===== src/dcc_consts.vh =====
// Purpose: Constants for the DMA channel configuration register block
// Assumes: Avalon-MM word addressing by byte address, 32-bit data
// Notes:   Offsets are byte addresses; channel n adds n * stride
`ifndef DCC_CONSTS_VH
`define DCC_CONSTS_VH
`define DCC_NUM_CH          8
`define DCC_CH_STRIDE       12'h020
`define DCC_OFS_CTRL        12'h100
`define DCC_OFS_CFG         12'h104
`define DCC_OFS_SRC         12'h108
`define DCC_OFS_DST         12'h10c
`define DCC_OFS_LLP         12'h110
`define DCC_OFS_BASE_LO     12'h100
`define DCC_OFS_BASE_HI     12'h1ff
`define DCC_CTRL_EN_BIT     0
`define DCC_CTRL_HS_BIT     1
`define DCC_CFG_CNT_LSB     16
`define DCC_CFG_CNT_MSB     19
`define DCC_CFG_DHE_BIT     13
`define DCC_CFG_DRS_LSB     9
`define DCC_CFG_DRS_MSB     12
`define DCC_CFG_BUSY_BIT    8
`define DCC_CFG_SHE_BIT     7
`define DCC_CFG_SRS_LSB     3
`define DCC_CFG_SRS_MSB     6
`define DCC_CFG_ABT_BIT     2
`define DCC_CFG_ERR_BIT     1
`define DCC_CFG_TC_BIT      0
`define DCC_CFG_RST_MASKS   3'h7
`define DCC_CFG_RST_HE      1'h1
`define DCC_CFG_RST_RS      4'h0
`define DCC_ADDR_RST        32'h00000000
`define DCC_LLP_MASTER_BIT  0
`define DCC_UNMAPPED_DATA   32'h00000000
`endif


===== src/dcc_chan_ram.v =====
// Purpose: Per-channel address words, four rows per channel
// Assumes: One write port and one read port, registered read data
// Notes:   Holds source, destination and descriptor pointer words
module dcc_chan_ram (
   input  wire        clk_sys_in,  // System clock
   input  wire        wr_en_in,    // Write strobe
   input  wire [4:0]  wr_addr_in,  // Channel * 4 + word
   input  wire [31:0] wr_data_in,  // Write data
   input  wire [4:0]  rd_addr_in,  // Read row
   output reg  [31:0] rd_data_out  // Registered read data
);
   reg [31:0] mem_q [0:31];
   integer    i;

   // Cleared contents at start
   initial begin
      for (i = 0; i < 32; i = i + 1) begin
         mem_q[i] = 32'h00000000;
      end
   end

   // Write and registered read
   always @(posedge clk_sys_in) begin
      if (wr_en_in) begin
         mem_q[wr_addr_in] <= wr_data_in;
      end
      rd_data_out <= mem_q[rd_addr_in];
   end
endmodule // dcc_chan_ram


===== src/dcc_regs.v =====
// Purpose: Eight-channel DMA configuration and addressing registers
// Assumes: Avalon-MM slave with waitrequest, single clock, async reset
// Notes:   Transfer engine sits outside; it reports events on ports
`include "dcc_consts.vh"
module dcc_regs (
   input  wire        clk_sys_in,         // System clock
   input  wire        rst_n_in,           // Async reset, active low
   input  wire [11:0] avs_address_in,     // Byte address
   input  wire        avs_read_in,        // Read request
   input  wire        avs_write_in,       // Write request
   input  wire [31:0] avs_writedata_in,   // Write data
   input  wire [3:0]  avs_byteenable_in,  // Byte enables
   output reg  [31:0] avs_readdata_out,   // Read data
   output reg         avs_waitrequest_out,// Wait request
   input  wire [15:0] dma_req_in,         // Peripheral request lines
   input  wire [7:0]  active_in,          // Engine: channel active
   input  wire [7:0]  block_done_in,      // Engine: block finished pulse
   input  wire [7:0]  chain_on_in,        // Engine: chained mode level
   input  wire [7:0]  error_in,           // Engine: error pulse
   input  wire [7:0]  abort_in,           // Engine: abort pulse
   input  wire [7:0]  tc_in,              // Engine: terminal count pulse
   input  wire [7:0]  end_wr_in,          // Engine: write ending addresses
   input  wire [31:0] src_end_in,         // Ending source address
   input  wire [31:0] dst_end_in,         // Ending destination address
   input  wire [2:0]  end_ch_in,          // Channel of ending addresses
   output reg  [7:0]  channel_on_out,     // Channel enables
   output reg  [7:0]  src_go_out,         // Source side may proceed
   output reg  [7:0]  dst_go_out,         // Destination side may proceed
   output reg  [7:0]  busy_out,           // One-hot busy
   output reg  [7:0]  irq_abort_out,      // Unmasked abort events
   output reg  [7:0]  irq_error_out,      // Unmasked error events
   output reg  [7:0]  irq_tc_out          // Unmasked terminal count events
);
   // Per-channel control and configuration bits
   reg  [7:0]  hs_mode_q;
   reg  [7:0]  dhe_q;
   reg  [7:0]  she_q;
   reg  [31:0] drs_q;
   reg  [31:0] srs_q;
   reg  [7:0]  abt_msk_q;
   reg  [7:0]  err_msk_q;
   reg  [7:0]  tc_msk_q;
   reg  [31:0] cnt_q;
   reg  [7:0]  busy_q;
   reg  [15:0] req_s1_q;
   reg  [15:0] req_s2_q;
   reg  [7:0]  act_s1_q;
   reg  [7:0]  act_s2_q;
   // Bus handshake state
   reg         phase_q;
   reg         rd_ram_q;
   reg  [2:0]  rd_ch_q;
   reg  [2:0]  rd_reg_q;
   reg         rd_hit_q;
   wire [31:0] ram_rd;
   // Decoded request
   wire        req      = (avs_read_in | avs_write_in) & ~phase_q;
   wire [11:0] rel      = avs_address_in - `DCC_OFS_BASE_LO;
   wire [2:0]  dec_ch   = rel[7:5];
   wire [2:0]  dec_reg  = rel[4:2];
   wire        in_rng   = (avs_address_in >= `DCC_OFS_BASE_LO) &&
                          (avs_address_in <= `DCC_OFS_BASE_HI);
   wire        hit      = in_rng && (dec_reg <= 3'h4) && (avs_address_in[1:0] == 2'h0);
   wire        wr_full  = (avs_byteenable_in == 4'hf);
   wire        sw_wr    = req & avs_write_in & hit;
   wire        is_ram   = (dec_reg >= 3'h2) && (dec_reg <= 3'h4);
   // Word within a channel row, cut to the two row bits on purpose
   wire [2:0]  ram_word = dec_reg - 3'h2;
   wire [4:0]  ram_row  = {dec_ch, ram_word[1:0]};
   // Memory write mux: engine ending addresses beat software
   reg         ram_we;
   reg  [4:0]  ram_wa;
   reg  [31:0] ram_wd;
   reg         end_pend_q;
   reg  [2:0]  end_ch_q;
   reg  [31:0] end_dst_val_q;
   wire        end_any  = |end_wr_in;

   // Memory write port selection
   always @* begin
      ram_we = 1'b0;
      ram_wa = 5'h00;
      ram_wd = 32'h00000000;
      if (end_any) begin
         ram_we = 1'b1;
         ram_wa = {end_ch_in, 2'h0};
         ram_wd = src_end_in;
      end else if (end_pend_q) begin
         ram_we = 1'b1;
         ram_wa = {end_ch_q, 2'h1};
         ram_wd = end_dst_val_q;
      end else if (sw_wr && is_ram && wr_full) begin
         ram_we = 1'b1;
         ram_wa = ram_row;
         ram_wd = avs_writedata_in;
      end
   end

   always @(posedge clk_sys_in or negedge rst_n_in) begin
      if (!rst_n_in) begin
         end_pend_q    <= 1'b0;
         end_ch_q      <= 3'h0;
         end_dst_val_q <= `DCC_ADDR_RST;
      end else begin
         end_pend_q <= end_any;
         if (end_any) begin
            end_ch_q      <= end_ch_in;
            end_dst_val_q <= dst_end_in;
         end
      end
   end

   // pointer bit zero kept as master select
   dcc_chan_ram u_ram (
      .clk_sys_in  (clk_sys_in),
      .wr_en_in    (ram_we),
      .wr_addr_in  (ram_wa),
      .wr_data_in  (ram_wd),
      .rd_addr_in  (ram_row),
      .rd_data_out (ram_rd)
   );

   // Input synchronisers for request lines and engine level
   always @(posedge clk_sys_in or negedge rst_n_in) begin
      if (!rst_n_in) begin
         req_s1_q <= 16'h0000;
         req_s2_q <= 16'h0000;
         act_s1_q <= 8'h00;
         act_s2_q <= 8'h00;
      end else begin
         req_s1_q <= dma_req_in;
         req_s2_q <= req_s1_q;
         act_s1_q <= active_in;
         act_s2_q <= act_s1_q;
      end
   end

   // Avalon handshake: one wait cycle, answer on the second
   always @(posedge clk_sys_in or negedge rst_n_in) begin
      if (!rst_n_in) begin
         phase_q             <= 1'b0;
         rd_ram_q            <= 1'b0;
         rd_ch_q             <= 3'h0;
         rd_reg_q            <= 3'h0;
         rd_hit_q            <= 1'b0;
         avs_waitrequest_out <= 1'b1;
      end else begin
         phase_q             <= req;
         avs_waitrequest_out <= ~req;
         if (req) begin
            rd_ram_q <= is_ram;
            rd_ch_q  <= dec_ch;
            rd_reg_q <= dec_reg;
            rd_hit_q <= hit;
         end
      end
   end

   // Read data from registers or memory
   always @* begin
      avs_readdata_out = `DCC_UNMAPPED_DATA;
      if (rd_hit_q) begin
         if (rd_ram_q) begin
            avs_readdata_out = ram_rd;
         end else if (rd_reg_q == 3'h0) begin
            avs_readdata_out = {30'h0, hs_mode_q[rd_ch_q], channel_on_out[rd_ch_q]};
         end else begin
            avs_readdata_out = {12'h000, cnt_q[rd_ch_q*4 +: 4], 2'h0,
               dhe_q[rd_ch_q], drs_q[rd_ch_q*4 +: 4], busy_q[rd_ch_q],
               she_q[rd_ch_q], srs_q[rd_ch_q*4 +: 4], abt_msk_q[rd_ch_q],
               err_msk_q[rd_ch_q], tc_msk_q[rd_ch_q]};
         end
      end
   end

   // Per-channel control, configuration and counters
   genvar g;
   generate
      for (g = 0; g < 8; g = g + 1) begin : g_ch
         wire ctl_wr = sw_wr && (dec_ch == g) && (dec_reg == 3'h0);
         wire cfg_wr = sw_wr && (dec_ch == g) && (dec_reg == 3'h1);
         wire en_new = ctl_wr & avs_writedata_in[`DCC_CTRL_EN_BIT];
         always @(posedge clk_sys_in or negedge rst_n_in) begin
            if (!rst_n_in) begin
               channel_on_out[g]  <= 1'b0;
               hs_mode_q[g]       <= 1'b0;
               dhe_q[g]           <= `DCC_CFG_RST_HE;
               she_q[g]           <= `DCC_CFG_RST_HE;
               drs_q[g*4 +: 4]    <= `DCC_CFG_RST_RS;
               srs_q[g*4 +: 4]    <= `DCC_CFG_RST_RS;
               abt_msk_q[g]       <= 1'b1;
               err_msk_q[g]       <= 1'b1;
               tc_msk_q[g]        <= 1'b1;
               cnt_q[g*4 +: 4]    <= 4'h0;
               src_go_out[g]      <= 1'b0;
               dst_go_out[g]      <= 1'b0;
               irq_abort_out[g]   <= 1'b0;
               irq_error_out[g]   <= 1'b0;
               irq_tc_out[g]      <= 1'b0;
            end else begin
               if (ctl_wr) begin
                  channel_on_out[g] <= avs_writedata_in[`DCC_CTRL_EN_BIT];
                  hs_mode_q[g]      <= avs_writedata_in[`DCC_CTRL_HS_BIT];
               end
               if (cfg_wr) begin
                  dhe_q[g]        <= avs_writedata_in[`DCC_CFG_DHE_BIT];
                  drs_q[g*4 +: 4] <= avs_writedata_in[`DCC_CFG_DRS_MSB:`DCC_CFG_DRS_LSB];
                  she_q[g]        <= avs_writedata_in[`DCC_CFG_SHE_BIT];
                  srs_q[g*4 +: 4] <= avs_writedata_in[`DCC_CFG_SRS_MSB:`DCC_CFG_SRS_LSB];
                  abt_msk_q[g]    <= avs_writedata_in[`DCC_CFG_ABT_BIT];
                  err_msk_q[g]    <= avs_writedata_in[`DCC_CFG_ERR_BIT];
                  tc_msk_q[g]     <= avs_writedata_in[`DCC_CFG_TC_BIT];
               end
               if (en_new && !channel_on_out[g]) begin
                  cnt_q[g*4 +: 4] <= 4'h0;
               end else if ((block_done_in[g] & chain_on_in[g]) | error_in[g] | abort_in[g]) begin
                  cnt_q[g*4 +: 4] <= cnt_q[g*4 +: 4] + 4'h1;
               end
               src_go_out[g] <= channel_on_out[g] & (~hs_mode_q[g] | ~she_q[g] |
                                req_s2_q[srs_q[g*4 +: 4]]);
               dst_go_out[g] <= channel_on_out[g] & (~hs_mode_q[g] | ~dhe_q[g] |
                                req_s2_q[drs_q[g*4 +: 4]]);
               irq_abort_out[g] <= abort_in[g] & ~abt_msk_q[g];
               irq_error_out[g] <= error_in[g] & ~err_msk_q[g];
               irq_tc_out[g]    <= tc_in[g] & ~tc_msk_q[g];
            end
         end
      end
   endgenerate

   // one-hot busy, lowest active channel wins
   always @(posedge clk_sys_in or negedge rst_n_in) begin : p_busy
      integer k;
      reg     found;
      if (!rst_n_in) begin
         busy_q   <= 8'h00;
         busy_out <= 8'h00;
      end else begin
         found = 1'b0;
         for (k = 0; k < 8; k = k + 1) begin
            busy_q[k] <= act_s2_q[k] & ~found;
            found     = found | act_s2_q[k];
         end
         busy_out <= busy_q;
      end
   end
endmodule // dcc_regs


===== config.mk =====
export PLATFORM = sky130hd
export DESIGN_NAME = dcc_regs
export DESIGN_NICKNAME = d
export VERILOG_FILES = /design/src/dcc_chan_ram.v /design/src/dcc_regs.v
export VERILOG_INCLUDE_DIRS = /design/src /design/src/src
export SDC_FILE = /design/constraint.sdc
export NUM_CORES = 1
export LEC_CHECK = 0
export BUFFER_PORTS_ARGS = -buffer_cell sky130_fd_sc_hd__buf_2
export CAP_MARGIN = 20
export CORE_MARGIN = 2
export CORE_UTILIZATION = 53
export DETAILED_ROUTE_END_ITERATION = 12
export GPL_TIMING_DRIVEN = 0
export PLACE_DENSITY_LB_ADDON = 0.08
export SLEW_MARGIN = 20
export SYNTH_ARGS = -nofsm -noshare
export SYNTH_HDL_FRONTEND = slang
export SYNTH_SLANG_ARGS = --single-unit

===== constraint.sdc =====
create_clock -name clk_sys_in -period 3.37 [get_ports clk_sys_in]
set_input_delay 0.337 -clock clk_sys_in [delete_from_list [all_inputs] [get_ports clk_sys_in]]
set_output_delay 0.337 -clock clk_sys_in [all_outputs]
set_load 0.005 [all_outputs]

==> results.yml <==
run_status:
  outcome: "finished, violations left"
  violations: "setup timing"
global_routing:
  antenna_found_initial: 5
  grt_pass1_vias: 32423
  grt_max_degree: 96
  track_usage_pct: 30.51
  overflow: 0
  grt_pass1_wl_um: 227700
synth:
  yosysMostFrequentCell: "edfxtp_1"
  netlist.top_cell.by_area: "edfxtp_1"
  syn_inst: 2783
  synth_top_area_share_pct: 56.13
  async_reset_ff_share_pct: 22.24
  ys.flop_type: "edfxtp_1"
  ys_seq_elements: 1358
  synth_area_mm2: 0.05478
  ys_types: 63
  synth_common_cells: "edfxtp_1 (1024), mux4_2 (405), dfrtp_1 (261)"
  ys_seq_area_share_pct: 71.19
  syn_area_per_cell_um2: 19.68
  ys_warn_count: 0
  synth_edf_count: 1024
  synth_area_leaders: "edfxtp_1 (56%), mux4_2 (17%), dfrtp_1 (12%)"
worst_setup_path:
  startpoint: "rd_hit_q"
  crit_family: "flip-flops"
  worstPathCellList: "nor2b_1 -> nand2_1 -> clkbuf_2 -> o21ai_0 -> buf_2"
  required_ps: 3030
  cp_num_buf_inv: 2
  worst-path-max-fanout: 15
  critical_path_arrival_ps: 3030
  cpPeakStageDelay_ps: 630
  end_kind: "output pin"
  critPathKind: "reg2out"
  slowest_stage: "dfrtp_4"
  r2r-start: "phase_q"
  startpoint_type: "register"
worst_hold_path:
  hold_start: "avs_writedata_in[1]"
  hold_path.class: "in2reg"
clock_network:
  numClockSinks: 1358
  clk-insertion-delay-late_ps: 760
  cts-root-buf: "clkbuf_16"
  cts_max_level: 4
  tritoncts: "yes"
  cts_buffers: 141
  clockBufferDepth: 3
  path_clk_slew_ps: 70
sta:
  fin_crit_ps: 3370
  tns_ps: -0.3413
  setup_viol: 1
  hold_viol: 0
  worst_pin_slew_ps: 1210
  skew_ps: 27.10
  whs_ps: 56.75
  drv_slew: 0
  fmax_mhz: 296.7
  post-route-period-util_pct: 100.0
  finalWorstSetupSlack_ps: -0.3413
  rsz0062_at_grt: "no"
  max-slew-margin-rel_pct: 19.35
pwr:
  ir_drop_uv: 517.7
  p_leak_nw: 24.62
  power.density_mw_per_mm2: 562.9
flow_run:
  maxCapViolations: 0
cells_and_area:
  final_core_util_pct: 65.26
  area_growth_pct: 21.72
  fin_nets: 3854
  drive_gt1_share_pct: 34.53
place:
  place_congestion: 0.9427
  port_buffers: 276
  dpl.hpwl_um: 110300
  post-place-ws_ps: -1246
detailed_routing:
  vias_per_cell: 6.165
  drt_iter0_markers: 4043
  drt_pre_antenna_iters: 5
  wl_per_cell_um: 31.04
  ant_nets: 0
  num_vias: 31752
  routed_wirelength_um: 159900
  drc: 0
floorplan:
  ios: 280
  start_util_pct: 53.61
  fp.dieArea_mm2: 0.1060
  die_y_um: 325.5
  die_w_um: 325.5
  rows: 117
  core_mm2: 0.1022
## cells in the final DEF, fill, tap and decap left out, drive strengths merged, types with 17 or more instances in the layout
cell type	count
conb	256
mux2i	76
clkbuf	289
mux2	120
dfstp	41
clkinv	45
nor2	136
nand2	182
edfxtp	1024
buf	457
a221oi	34
o21ai	21
nor2b	30
dfxtp	32
o21a	39
dlygate4sd3	89
mux4	405
nand3	17
a22oi	27
dfrtp	261
## registers in the layout, indices dropped and copies added, names as in the netlist, 16 cells and up
register	flops
srs_q	32
u_ram.rd_data_out	32
cnt_q	32
req_s2_q	16
drs_q	32
req_s1_q	16
end_dst_val_q	32
u_ram.mem_q	1024
## worst reg2reg max path, cell delays in order (launching register included)
cell and delay, ps:
dfrtp_1 400, or4b_4 560, a211oi_2 350, and4_1 280, o211ai_1 290, buf_4 310
nor2_4 440, buf_12 260
## timing repair
action                                  4_1_cts  5_1_grt
gates cloned                                  1        1
buffers inserted                             16       14
pin swaps                                     9        6
hold endpoints to repair                    275        0
gates resized for setup                      39       10
hold buffers                                 89        0
endpoints found under the setup margin      784      563
## path summary, 6_finish.rpt
| path | to | slack, ps | depth (start not counted) |
|---|---|---|---|
| max in group asynchronous | busy_out[1] | 1450 | 4 |
| hold / removal | hs_mode_q[3] | 60 | 2 |
| min in group asynchronous | drs_q[7] | 530 | 3 |
| setup reg to reg | u_ram.mem_q[6][10] | 140 | 7 |
| setup / recovery | avs_readdata_out[11] | -0.3 | 5 |
| hold reg to reg | req_s2_q[12] | 350 | 0 |
## cell families after synthesis
kind of cell,count (synthesis),synth area share (%)
simple gates,446,3.796
mux,601,20.71
other cells,1,0.006845
fa+ha+maj,8,0.1827
xor+xnor,24,0.3837
flops,1358,71.19
compound gates,168,2.309
buf+inv,177,1.423
## routing by layer
metal	wire, um	vias to the layer above	global-route usage [%]
met5	0	-	0
met1	61560	16846	41.50
met4	5822	0	11.60
li1	-	12782	-
met2	77850	1798	49.29
met3	14650	326	6.159
## stage by stage
step                std cells  total power, W  instance area (um^2)
global placement         4682         0.02215                 58860
global route             5141         0.03868                 66660
floorplan                3038         0.02109                 55760
finish                   5150         0.03753                 66680
detailed placement       4761         0.02244                 60710
CTS                      5127         0.03769                 66460
## report_power, final
part	internal (W)	switching, W
sequential	0.0187	0.000407
clock	0.00879	0.00649
combinational	0.00137	0.00178
## layout make-up
cell class | instances | area (um^2)
diodes | 9 | 22.52
plain buffers | 170 | 839.6
clock buffers | 196 | 3902
clock inverters | 65 | 631.9
fillers | 7053 | 35500
inverters | 5 | 18.77
multi-input cells | 1505 | 16330
flip-flops and latches | 1358 | 39000
well taps | 1368 | 1712
repair buffers | 474 | 4220
Power figures use the tool's default switching activity.
